File: config.mk
export PLATFORM = sky130hd
export DESIGN_NAME = pwm_rate_multiplier_dac
export DESIGN_NICKNAME = d
export VERILOG_FILES = /design/src/design/pwm_brm_pkg.sv /design/src/design/pwm_ch_if.sv /design/src/design/pwm_rate_multiplier_dac.sv /design/src/design/pwm_brm_channel.sv
export SDC_FILE = /design/constraint.sdc
export NUM_CORES = 1
export LEC_CHECK = 0
export BUFFER_PORTS_ARGS = -buffer_cell sky130_fd_sc_hd__buf_4
export CAP_MARGIN = 5
export CORE_ASPECT_RATIO = 1.1
export CORE_MARGIN = 2
export CORE_UTILIZATION = 55
export DETAILED_ROUTE_END_ITERATION = 6
export HOLD_SLACK_MARGIN = 0.1
export PLACE_DENSITY = 0.85
export RECOVER_POWER = 50
export SYNTH_ARGS = -nofsm -noshare
export SYNTH_HDL_FRONTEND = slang
export SYNTH_HIERARCHICAL = 1
export SYNTH_SLANG_ARGS = --single-unit
File: constraint.sdc
create_clock -name sys_clk -period 2 [get_ports sys_clk]
set_input_delay 0.1 -clock sys_clk [delete_from_list [all_inputs] [get_ports sys_clk]]
set_output_delay 0.1 -clock sys_clk [all_outputs]
set_load 0.02 [all_outputs]
File: src/design/pwm_brm_pkg.sv
package pwm_brm_pkg;

   // ****************************************
   // Sizes
   // ****************************************
   localparam int CNT_W   = 10;
   localparam int LOW_W   = 6;
   localparam int BRM_W   = 4;
   localparam int CH_NUM  = 4;
   localparam int ADDR_W  = 12;
   localparam int DATA_W  = 32;

   // ****************************************
   // Register indices (byte address is four times the index)
   // ****************************************
   localparam logic [7:0] WEIGHT_IDX [CH_NUM] = '{8'h74, 8'h76, 8'h77, 8'h79};
   localparam logic [7:0] BRM_IDX    [2]      = '{8'h75, 8'h78};
   localparam logic [7:0] STATUS_IDX          = 8'h7A;

   // ****************************************
   // Field positions and reset values
   // ****************************************
   localparam int         RSV_BIT    = 7;
   localparam int         POL_BIT    = 6;
   localparam int         BRM_HI_LSB = 4;
   localparam logic [7:0] WEIGHT_RST = 8'h80;
   localparam logic [3:0] BRM_RST    = 4'h0;
   localparam logic [9:0] CNT_RST    = 10'h000;
   localparam logic [5:0] LOW_MAX    = 6'h3F;

   // ****************************************
   // Added-increment cycle selection
   // ****************************************
   function automatic logic brmSelect(input logic [3:0] brm, input logic [3:0] idx);
      logic sel;
      sel = 1'b0;
      if (brm[0] && idx == 4'h8) begin
         sel = 1'b1;
      end
      if (brm[1] && idx[2:0] == 3'h4) begin
         sel = 1'b1;
      end
      if (brm[2] && idx[1:0] == 2'h2) begin
         sel = 1'b1;
      end
      if (brm[3] && idx[0]) begin
         sel = 1'b1;
      end
      return sel;
   endfunction

endpackage

File: src/design/pwm_ch_if.sv
`timescale 1ns/1ps
interface pwm_ch_if;
   logic [9:0] cnt;
   logic [5:0] weight;
   logic       polarity_invert;
   logic [3:0] brm;
   logic       level;

   modport ctl (output cnt, output weight, output polarity_invert, output brm, input level);
   modport gen (input cnt, input weight, input polarity_invert, input brm, output level);
endinterface

File: src/design/pwm_rate_multiplier_dac.sv
`timescale 1ns/1ps
// Contract
// Channel value is 6-bit weight plus 4-bit multiplier
// One shared 10-bit counter, per-channel compare logic
// Counter free-runs, one step per clock
// Low counter rollover sets active channel outputs
// Weight match returns output to inactive level
// Polarity bit inverts the channel output
// Low six weight bits hold pulse width
// Weight register top bit reads as one
// Weight register resets to 80h
// Selected cycles get one extra leading clock
// Multiplier bits select 8, 4/12, 2-mod-4, odd cycles
// Several multiplier bits widen the union
// Cycle zero never gets an increment
// Zero weight and multiplier keep output low
// Full scale is high except one clock
// Software may use a channel as static high
// Outputs driven low after reset
// Multiplier register packs two channels, resets zero
// Cycle index from upper counter, widen before rollover
module pwm_rate_multiplier_dac
   import pwm_brm_pkg::*;
(
   // Clock and reset
   input  wire logic              sys_clk,
   input  wire logic              rst_n,
   // APB slave
   input  wire logic [ADDR_W-1:0] paddr,
   input  wire logic              psel,
   input  wire logic              penable,
   input  wire logic              pwrite,
   input  wire logic [DATA_W-1:0] pwdata,
   input  wire logic [3:0]        pstrb,
   output logic      [DATA_W-1:0] prdata,
   output logic                   pready,
   output logic                   pslverr,
   // Channel pins
   output logic      [CH_NUM-1:0] pwmOut
);

   logic [6:0]        weightQ [CH_NUM];
   logic [6:0]        weightD [CH_NUM];
   logic [3:0]        brmQ    [CH_NUM];
   logic [3:0]        brmD    [CH_NUM];
   logic [CNT_W-1:0]  cntQ;
   logic [CNT_W-1:0]  cntD;
   logic              readyQ;
   logic              readyD;
   logic              errQ;
   logic              errD;
   logic [DATA_W-1:0] rdataQ;
   logic [DATA_W-1:0] rdataD;
   logic [9:0]        wordIdx;
   logic              hit;
   logic              setup;
   logic              doWrite;
   logic [DATA_W-1:0] rd;

   // ****************************************
   // Register file and shared counter
   // ****************************************
   always_comb begin
      weightD = weightQ;
      brmD    = brmQ;
      cntD    = cntQ + 10'h001;
      wordIdx = paddr[ADDR_W-1:2];
      setup   = psel && !penable;
      readyD  = setup;
      errD    = 1'b0;
      rdataD  = rdataQ;
      doWrite = psel && penable && readyQ && pwrite && !errQ && pstrb[0];
      hit     = 1'b0;
      rd      = '0;
      for (int c = 0; c < CH_NUM; c++) begin
         if (wordIdx == {2'b00, WEIGHT_IDX[c]}) begin
            hit = 1'b1;
            rd  = {24'h0000_00, 1'b1, weightQ[c]};
            if (doWrite) begin
               weightD[c] = pwdata[POL_BIT:0];
            end
         end
      end
      for (int p = 0; p < 2; p++) begin
         if (wordIdx == {2'b00, BRM_IDX[p]}) begin
            hit = 1'b1;
            rd  = {24'h0000_00, brmQ[2*p+1], brmQ[2*p]};
            if (doWrite) begin
               brmD[2*p+1] = pwdata[BRM_HI_LSB+3:BRM_HI_LSB];
               brmD[2*p]   = pwdata[3:0];
            end
         end
      end
      if (wordIdx == {2'b00, STATUS_IDX}) begin
         hit = 1'b1;
         rd  = {22'h00_0000, cntQ};
      end
      if (paddr[1:0] != 2'b00) begin
         hit = 1'b0;
      end
      if (setup) begin
         errD   = !hit;
         rdataD = hit ? rd : '0;
      end
   end

   always_ff @(posedge sys_clk) begin
      if (!rst_n) begin
         for (int c = 0; c < CH_NUM; c++) begin
            weightQ[c] <= WEIGHT_RST[6:0];
            brmQ[c]    <= BRM_RST;
         end
         cntQ   <= CNT_RST;
         readyQ <= 1'b0;
         errQ   <= 1'b0;
         rdataQ <= '0;
      end else begin
         weightQ <= weightD;
         brmQ    <= brmD;
         cntQ    <= cntD;
         readyQ  <= readyD;
         errQ    <= errD;
         rdataQ  <= rdataD;
      end
   end

   assign prdata  = rdataQ;
   assign pready  = readyQ;
   assign pslverr = errQ;

   // ****************************************
   // Channels
   // ****************************************
   for (genvar g = 0; g < CH_NUM; g++) begin : gCh
      pwm_ch_if chIf ();
      assign chIf.cnt    = cntQ;
      assign chIf.weight = weightQ[g][5:0];
      assign chIf.polarity_invert    = weightQ[g][POL_BIT];
      assign chIf.brm    = brmQ[g];
      pwm_brm_channel uCh (
         .sys_clk (sys_clk),
         .rst_n   (rst_n),
         .ch      (chIf.gen)
      );
      assign pwmOut[g] = chIf.level;
   end
endmodule

File: src/design/pwm_brm_channel.sv
`timescale 1ns/1ps
module pwm_brm_channel
   import pwm_brm_pkg::*;
(
   // Clock and reset
   input  wire logic sys_clk,
   input  wire logic rst_n,
   // Channel carrier
   pwm_ch_if.gen     ch
);

   logic [5:0] low;
   logic [3:0] idx;
   logic [3:0] nextIdx;
   logic       pulse;
   logic       outD;
   logic       outQ;

   // ****************************************
   // Pulse generation
   // ****************************************
   always_comb begin
      low     = ch.cnt[LOW_W-1:0];
      idx     = ch.cnt[CNT_W-1:LOW_W];
      nextIdx = idx + 4'h1;
      pulse   = (low < ch.weight);
      if (low == LOW_MAX && brmSelect(ch.brm, nextIdx)) begin
         pulse = 1'b1;
      end
      outD = pulse ^ ch.polarity_invert;
   end

   always_ff @(posedge sys_clk) begin
      if (!rst_n) begin
         outQ <= 1'b0;
      end else begin
         outQ <= outD;
      end
   end

   assign ch.level = outQ;
endmodule

==> results.toml, run 1 <==
[run_status]
outcome = "complete, no violations"

[sta]
drv_slew = 0
worst-slew-pin-transition_ns = 0.6641
period_needed_ns = 1.889
relSlewSlack = 0.5564
max_clock_freq_mhz = 529.4
timing.hold.ws_ns = 0.1084
setup_violations = 0
fin_worst_skew_ns = 0.007904
hold_viol_final = 0
rsz0062_at_grt = "true"
finalCritPeriodShare = 0.9445

[grt]
grt_first_pass_wirelength_mm = 18.47
grt_pass1_vias = 3742
grtUsageTotal = 0.2855
grt_max_degree = 60
grt_overflow = 0
antenna_found_initial = 0

[yosys]
synth_edf_count = 0
synth_compound_area_frac = 0.1678
ys_ff_latch = 70
syn-instance-count = 493
synth_cell_type_count = 54
ys_seq_area_frac = 0.3281
synth_top_area_frac = 0.3281
synthXorXnorAreaFrac = 0.01845
synth_fa_ha_area_frac = 0.06151
synthFlopType = "dfxtp_1"
async_flop_share = 0
syn-mean-instance-area_um2 = 8.664
synth_top_family_by_area = "simple AND/OR/NAND/NOR gates"
yosys.area_share.simple = 0.2153
synth.largest_area_cell = "dfxtp_1"
syn-cell-area_um2 = 4272
post_synth_main_area_contributors = "dfxtp_1, mux2i_1, ha_1, nand2_1, buf_4"
yosys_warnings = 6
synthMuxAreaShare = 0.1136

[floorplan]
die_x_um = 88.03
core_um2 = 7515
rows = 33
die_h_um = 96.43
io_pins = 91
die_area_um2 = 8488
start_util = 0.5684

[final_layout]
nNetsFinal = 615
final_cell_mix = "dfxtp_1, nand2_1, mux2i_1"
layout-drive-gt1-share = 0.1376
syn_to_final_growth_pct = 13.03
diodes = 0
final_common_cell = "dfxtp_1"

[power_and_ir_drop]
pwr_density_cell_nw_per_um2 = 596.7
p_leak_nw = 1.894
peakVddDrop_v = 0.0003260
p_total_mw = 2.881

[placed_design]
place.gp.congestion = 0.9549
hpwl_mm = 8.676
buffer_ports.inserted = 41

[worst_setup_path]
worstPathRequired_ns = 2.30
critPathKind = "in2reg"
end_kind = "flop"
critPathTopFamily = "buffers and inverters"
arrival_ns = 2.19
path_cells = "dlygate4sd3_1 > buf_4 > nand3b_1 > dlygate4sd3_1 > inv_1 > nand4_1 > o21ai_0 > a21o_1"
cpMostUsedCell = "dlygate4sd3_1"
slowest_delay_ns = 0.60
cp_max_fo = 5
critPathSlowestCell = "dlygate4sd3_1"
cp_num_buf_inv = 4
cp-start-kind = "input pin"

[clock_network]
clock_latency_ns = 0.35
cts_tree = "yes"
cts_setup_buffers = 0
cts_sinks = 70
numCtsBuffers = 9
cts_root_buf = "clkbuf_8"
path_clk_slew_ns = 0.07
clk_path_buf_depth = 2
htreeDepth = 3

[routing]
vias_per_cell = 6.028
drtPass1Iterations = 6
drt.antenna.violating_nets = 0
drc = 0
drt_wl_total_mm = 11.99
vias = 3918
drt_iter0_markers = 459
wl_per_cell_um = 18.44

[run]
maxCapViolCount = 0

[worst_hold_path]
hold_path.class = "in2reg"
-- logic make-up after synthesis --
group | Yosys count
buf+inv | 77
compound gates | 101
other cells | 1
fa+ha+maj | 21
flops | 70
mux | 48
simple gates | 166
xor+xnor | 9
-- worst register-to-register path, cell delays in order, from the launching register on --
cell and delay [ns]:
dfxtp_1 0.35, and4_1 0.28, nand4_4 0.26, or3_1 0.64, mux2i_1 0.19
-- cell usage after synthesis, types with 4 or more instances --
| cell | number |
|---|---|
| a21oi_1 | 17 |
| o21a_1 | 8 |
| o2111ai_1 | 6 |
| a2111oi_2 | 4 |
| o22ai_1 | 12 |
| nor3b_1 | 9 |
| and2_1 | 6 |
| xor2_1 | 7 |
| inv_1 | 26 |
| nand2_1 | 55 |
| dfxtp_1 | 70 |
| mux2i_1 | 44 |
| buf_2 | 7 |
| nand4_1 | 9 |
| nor3_1 | 6 |
| buf_4 | 26 |
| o211ai_1 | 11 |
| mux2_2 | 4 |
| clkbuf_1 | 14 |
| nand3b_1 | 6 |
| nor2_1 | 20 |
| nand2b_1 | 13 |
| a211oi_2 | 4 |
| nand3_1 | 20 |
| a21o_1 | 4 |
| o21ai_0 | 22 |
| ha_1 | 21 |
-- repair_timing --
| item | CTS | global route |
|---|---|---|
| setup endpoints to repair | 0 | 3 |
| gates resized for setup | 0 | 4 |
| hold buffers | 11 | 0 |
| hold endpoints to repair | 12 | 0 |
-- stage by stage --
stage                     instances    util  setup TNS, ns  cell area, um^2  setup slack (ns)
after floorplan                 514       -              0             4350            0.2897
after global placement          624  0.6124              0             4602            0.2057
after detailed placement        624  0.6124              0             4602            0.1645
after CTS                       650  0.6504              0             4887           0.07770
after global routing            650  0.6425       -0.01201             4828         -0.006237
final                           650  0.6425              0             4828            0.1111
-- metal layers --
| layer | global-route usage | vias to the layer above | wire [um] |
|---|---|---|---|
| li1 | - | 1819 | - |
| met1 | 0.3414 | 1837 | 4729 |
| met2 | 0.4716 | 211 | 5680 |
| met3 | 0.06542 | 51 | 950 |
| met4 | 0.1616 | 0 | 627 |
| met5 | 0 | - | 0 |
-- layout make-up --
type / instances / area, um^2
Tap cell: 105 / 131.4
Timing Repair Buffer: 65 / 467.9
Sequential cell: 70 / 1401
Clock buffer: 12 / 155.1
Fill cell: 635 / 2686
Multi-Input combinational cell: 367 / 2547
Clock inverter: 3 / 20.02
Inverter: 28 / 105.1
-- power breakdown --
part / internal (mW) / switching [mW]
logic: 0.153 / 0.245
registers: 1.41 / 0.0224
clock network: 0.510 / 0.544
-- final timing paths --
kind / start / to / slack [ns] / cells after the start
max: penable / prdata[0] / 0.11 / 8
min: paddr[0] / prdata[6] / 0.11 / 4
max reg2reg: pready / gCh[1].chIf.polarity_invert / 0.16 / 4
min reg2reg: prdata[7] / prdata[7] / 0.46 / 2
-- registers in the layout, summed over array words and instances, names as in the netlist --
name and count:
cntQ 10, gCh.chIf.brm 16, gCh.chIf.polarity_invert 4, gCh.chIf.weight 24, gCh.uCh/ch.level 4, prdata 10, pready 1, pslverr 1
No activity file was read; power rests on OpenSTA's default activity.
==> run 2: changes to the inputs <==
CORE_UTILIZATION = 59   (was 55)
PLACE_DENSITY = 0.9   (was 0.85)
SKIP_LAST_GASP = 1   (was unset)
TNS_END_PERCENT = 10   (was unset)
clock period = 2.3 ns   (was 2 ns; I/O delays follow)
==> results.toml, run 2 (synthesis gave the netlist of run 1 again) <==
[sta]
drv_slew = 0
setup_ws_ns = 0.2239
hold_viol_final = 0
period_needed_ns = 2.076
rsz0062_at_grt = "false"
worst-slew-pin-transition_ns = 0.6679
max_clock_freq_mhz = 481.7
finalCritPeriodShare = 0.9026
fin_worst_skew_ns = 0.008607
setup_violations = 0
relSlewSlack = 0.5541
fin_tns_setup_ns = 0

[routing]
vias = 4086
vias_per_cell = 6.538
drc = 0
wl_per_cell_um = 20.04
drt_iter0_markers = 605
drtPass1Iterations = 6
drt_wl_total_mm = 12.53
drt.antenna.violating_nets = 0

[power_and_ir_drop]
p_total_mw = 2.715
combPwrFrac = 0.127
p_clk_frac = 0.415
pwr_density_cell_nw_per_um2 = 568.7
pwr-share-seq = 0.458
p_leak_nw = 1.870
swShare = 0.2766
peakVddDrop_v = 0.0007509
power.switching_uw = 751.0
p_int_mw = 1.964

[worst_setup_path]
cpMostUsedCell = "clkbuf_1"
cp-start-kind = "input pin"
critPathSlowestCell = "dlygate4sd3_1"
critPathKind = "in2reg"
end_kind = "flop"
path_cells = "dlygate4sd3_1 > clkbuf_1 > and4_1 > nand4_4 > nor4_4 > clkbuf_1 > mux2i_1"
cp_max_fo = 12
critPathTopFamily = "buffers and inverters"
slowest_delay_ns = 0.53
arrival_ns = 2.36
cp_num_buf_inv = 3
worstPathRequired_ns = 2.58

[final_layout]
syn_to_final_growth_pct = 11.78
final_cell_mix = "dfxtp_1, nand2_1, mux2i_1"
final_common_cell = "dfxtp_1"
nNetsFinal = 609
diodes = 0
layout-drive-gt1-share = 0.1241
fill_cells = 535
largest_reg_flops = 24
stdcell_area_um2 = 4775
register_area_um2 = 1401
finish.utilization = 0.6814
multi_input_area_um2 = 2546

[clock_network]
cts_tree = "yes"
path_clk_slew_ns = 0.07
clk_path_buf_depth = 2
numCtsBuffers = 9
htreeDepth = 3
post_cts_resized = 0
cts_hold_buf = 10
clock_latency_ns = 0.36
cts_sinks = 70
cts_root_buf = "clkbuf_8"
cts_setup_buffers = 0

[run_status]
outcome = "complete, no violations"

[grt]
grt_max_degree = 34
grt_first_pass_wirelength_mm = 19.75
grt_overflow = 0
antenna_found_initial = 0
grtUsageTotal = 0.3186
grt_pass1_vias = 3935

[floorplan]
io_pins = 91
rows = 32
start_util = 0.6096
core_um2 = 7007
die_h_um = 93.24
die_x_um = 85.13
die_area_um2 = 7938

[placed_design]
post-place-ws_ns = 0.3909
placed_area_um2 = 4527
place.gp.congestion = 1.003
buffer_ports.inserted = 41
hpwl_mm = 8.606

[worst_hold_path]
hold_path.class = "in2reg"

[run]
maxCapViolCount = 0
## run 2: metrics by stage
step	std cells	hold slack (ns)
final	625	0.1495
after global routing	625	0.1685
after CTS	625	0.1077
after detailed placement	599	0.4008
after global placement	599	0.3925
after floorplan	514	0.2627
## run 2: final timing paths
path / start / slack (ns) / cells past startpoint / to
setup / recovery: penable / 0.22 / 7 / gCh[0].chIf.weight[5]
hold / removal: paddr[0] / 0.15 / 4 / prdata[6]
setup reg to reg: cntQ[3] / 0.30 / 5 / gCh[3].uCh/ch.level
hold reg to reg: prdata[8] / 0.47 / 2 / prdata[8]
## run 2: cell type report
cell class	instances	share of cell area
repair buffers	59	0.08229
well taps	85	0.02227
inverters	28	0.02201
flip-flops and latches	70	0.2935
multi-input cells	367	0.5333
clock inverters	7	0.02070
clock buffers	9	0.02594
## run 2: routing by layer
metal  up-vias  track usage  share of wire
met3        84      0.05384          0.089
met2       308       0.5241           0.49
met5         -            0              0
met4         0       0.2116          0.059
li1       1806            -              -
met1      1888       0.3795           0.37
## run 2: power by group through the flow
stage | Sequential (mW) | Combinational, mW | Clock, mW
after floorplan | 1.27 | 0.254 | 0
after CTS | 1.24 | 0.339 | 1.13
after detailed placement | 1.27 | 0.323 | 0
final | 1.24 | 0.344 | 1.13
after global placement | 1.27 | 0.313 | 0
after global routing | 1.24 | 0.365 | 1.17
## run 2: tightest hold or removal path, delay by kind of cell
family                 cells  cell delay, ns
AO/OA/AOI/OAI              2            0.19
buffers and inverters      1            0.08
AND/OR/NAND/NOR            1            0.07
==> run 3: changes to the inputs <==
CORE_UTILIZATION = 55   (was 59)
PLACE_DENSITY = 0.85   (was 0.9)
SETUP_SLACK_MARGIN = 0.02   (was unset)
clock period = 2 ns   (was 2.3 ns; I/O delays follow)
==> results.toml, run 3 (synthesis gave the netlist of run 1 again) <==
[clock_network]
cts_tree = "yes"
path_clk_slew_ns = 0.07
htreeDepth = 3
cts_setup_buffers = 0
numCtsBuffers = 9
clock_latency_ns = 0.35
clk_path_buf_depth = 2
cts_root_buf = "clkbuf_8"
cts_sinks = 70

[sta]
setup_ws_ns = 0.1090
relSlewSlack = 0.5593
fin_worst_skew_ns = 0.01005
drv_slew = 0
max_clock_freq_mhz = 528.8
setup_violations = 0
finalCritPeriodShare = 0.9455
rsz0062_at_grt = "true"
worst-slew-pin-transition_ns = 0.6598
fin_tns_setup_ns = 0
hold_viol_final = 0
period_needed_ns = 1.891

[grt]
busiest_layer = "met2"
grt_overflow = 0
antenna_found_initial = 0
met2_usage = 0.4716
grt_max_degree = 60
grtUsageTotal = 0.2855
grtUsageMet1 = 0.3414
met3_usage = 0.06542
grt_pass1_vias = 3742
grt_first_pass_wirelength_mm = 18.47

[power_and_ir_drop]
pwr_density_cell_nw_per_um2 = 597.5
p_total_mw = 2.888
p_leak_nw = 1.902
peakVddDrop_v = 0.0003284

[final_layout]
final_common_cell = "dfxtp_1"
diodes = 0
syn_to_final_growth_pct = 13.18
stdcell_count = 650
stdcell_area_um2 = 4835
fill_cells = 633
final_cell_mix = "dfxtp_1, nand2_1, mux2i_1"
nNetsFinal = 615
layout-drive-gt1-share = 0.1376
largest_reg_flops = 24

[run_status]
outcome = "complete, no violations"

[routing]
wl_per_cell_um = 18.42
vias = 3934
vias_per_cell = 6.052
drt_wl_total_mm = 11.97
drt_iter0_markers = 424
drtPass1Iterations = 5
drt.antenna.violating_nets = 0
drc = 0

[run]
maxCapViolCount = 0

[worst_setup_path]
cp-start-kind = "input pin"
cp_max_fo = 5
end_kind = "flop"
r2r-start = "pready"
arrival_ns = 2.19
critPathKind = "in2reg"
worstSetupStartpoint = "penable"
worstPathRequired_ns = 2.30

[placed_design]
hpwl_mm = 8.676
buffer_ports.inserted = 41
post-place-ws_ns = 0.1645
place.gp.congestion = 0.9549
post-place-cells = 624
placed_area_um2 = 4602

[floorplan]
die_x_um = 88.03
core_um2 = 7515
die_area_um2 = 8488
die_h_um = 96.43
start_util = 0.5684
io_pins = 91
rows = 33

[worst_hold_path]
worstHoldStart = "paddr[0]"
hold_path.class = "in2reg"
==> run 3: changes by cell type in the layout (fill, tap and decap cells not counted), sizes merged <==
cell / previous run / this run
clkinv: 6 / 3
bufinv: 2 / 0
dlygate4sd3: 10 / 11
buf: 29 / 38
clkinvlp: 1 / 2
clkbuf: 29 / 28
==> run 3: timing repair <==
action	4_1_cts	5_1_grt
setup endpoints to repair	0	5
endpoints found under the hold margin	12	0
hold buffers	11	0
resized for setup	0	1
==> run 3: power by group <==
part	internal, mW	switching (mW)	leakage (nW)
clock network	0.510	0.551	0.0845
logic	0.153	0.245	1.25
registers	1.41	0.0226	0.565
total	2.07	0.819	1.90
==> run 3: per-stage QoR <==
stage | hold WS (ns) | utilization
2_1_floorplan | 0.2477 | -
3_3_place_gp | 0.3817 | 0.6124
3_5_place_dp | 0.3815 | 0.6124
4_1_cts | 0.1010 | 0.6504
5_1_grt | 0.1279 | 0.6434
6_report | 0.1053 | 0.6434
==> run 3: cell type report <==
type	count	area (um^2)	area share
clock buffers	12	155.1	0.03209
clock inverters	3	20.02	0.004141
inverters	28	105.1	0.02174
multi-input cells	367	2554	0.5282
flip-flops and latches	70	1401	0.2899
well taps	105	131.4	0.02717
repair buffers	65	467.9	0.09679
==> run 3: worst paths after layout <==
check | endpoint | slack, ns | depth (start not counted)
worst max-delay path | prdata[1] | 0.11 | 8
worst min register to register | prdata[9] | 0.46 | 2
worst max register to register | gCh[1].chIf.polarity_invert | 0.14 | 4
worst min-delay path | prdata[6] | 0.11 | 4
==> run 3: worst max-delay path, stage by stage <==
cell,delay [ns]
dlygate4sd3_1,0.54
buf_4,0.14
nand3b_1,0.16
dlygate4sd3_1,0.60
inv_1,0.10
nand4_1,0.19
o21ai_0,0.23
a31o_2,0.13
==> run 3: metal layers <==
| metal | share of wire | up-vias | wire length, um |
|---|---|---|---|
| met1 | 0.39 | 1857 | 4723 |
| met3 | 0.079 | 54 | 943 |
| met2 | 0.47 | 203 | 5667 |
| met5 | 0 | - | 0 |
| met4 | 0.053 | 0 | 636 |
| li1 | - | 1820 | - |
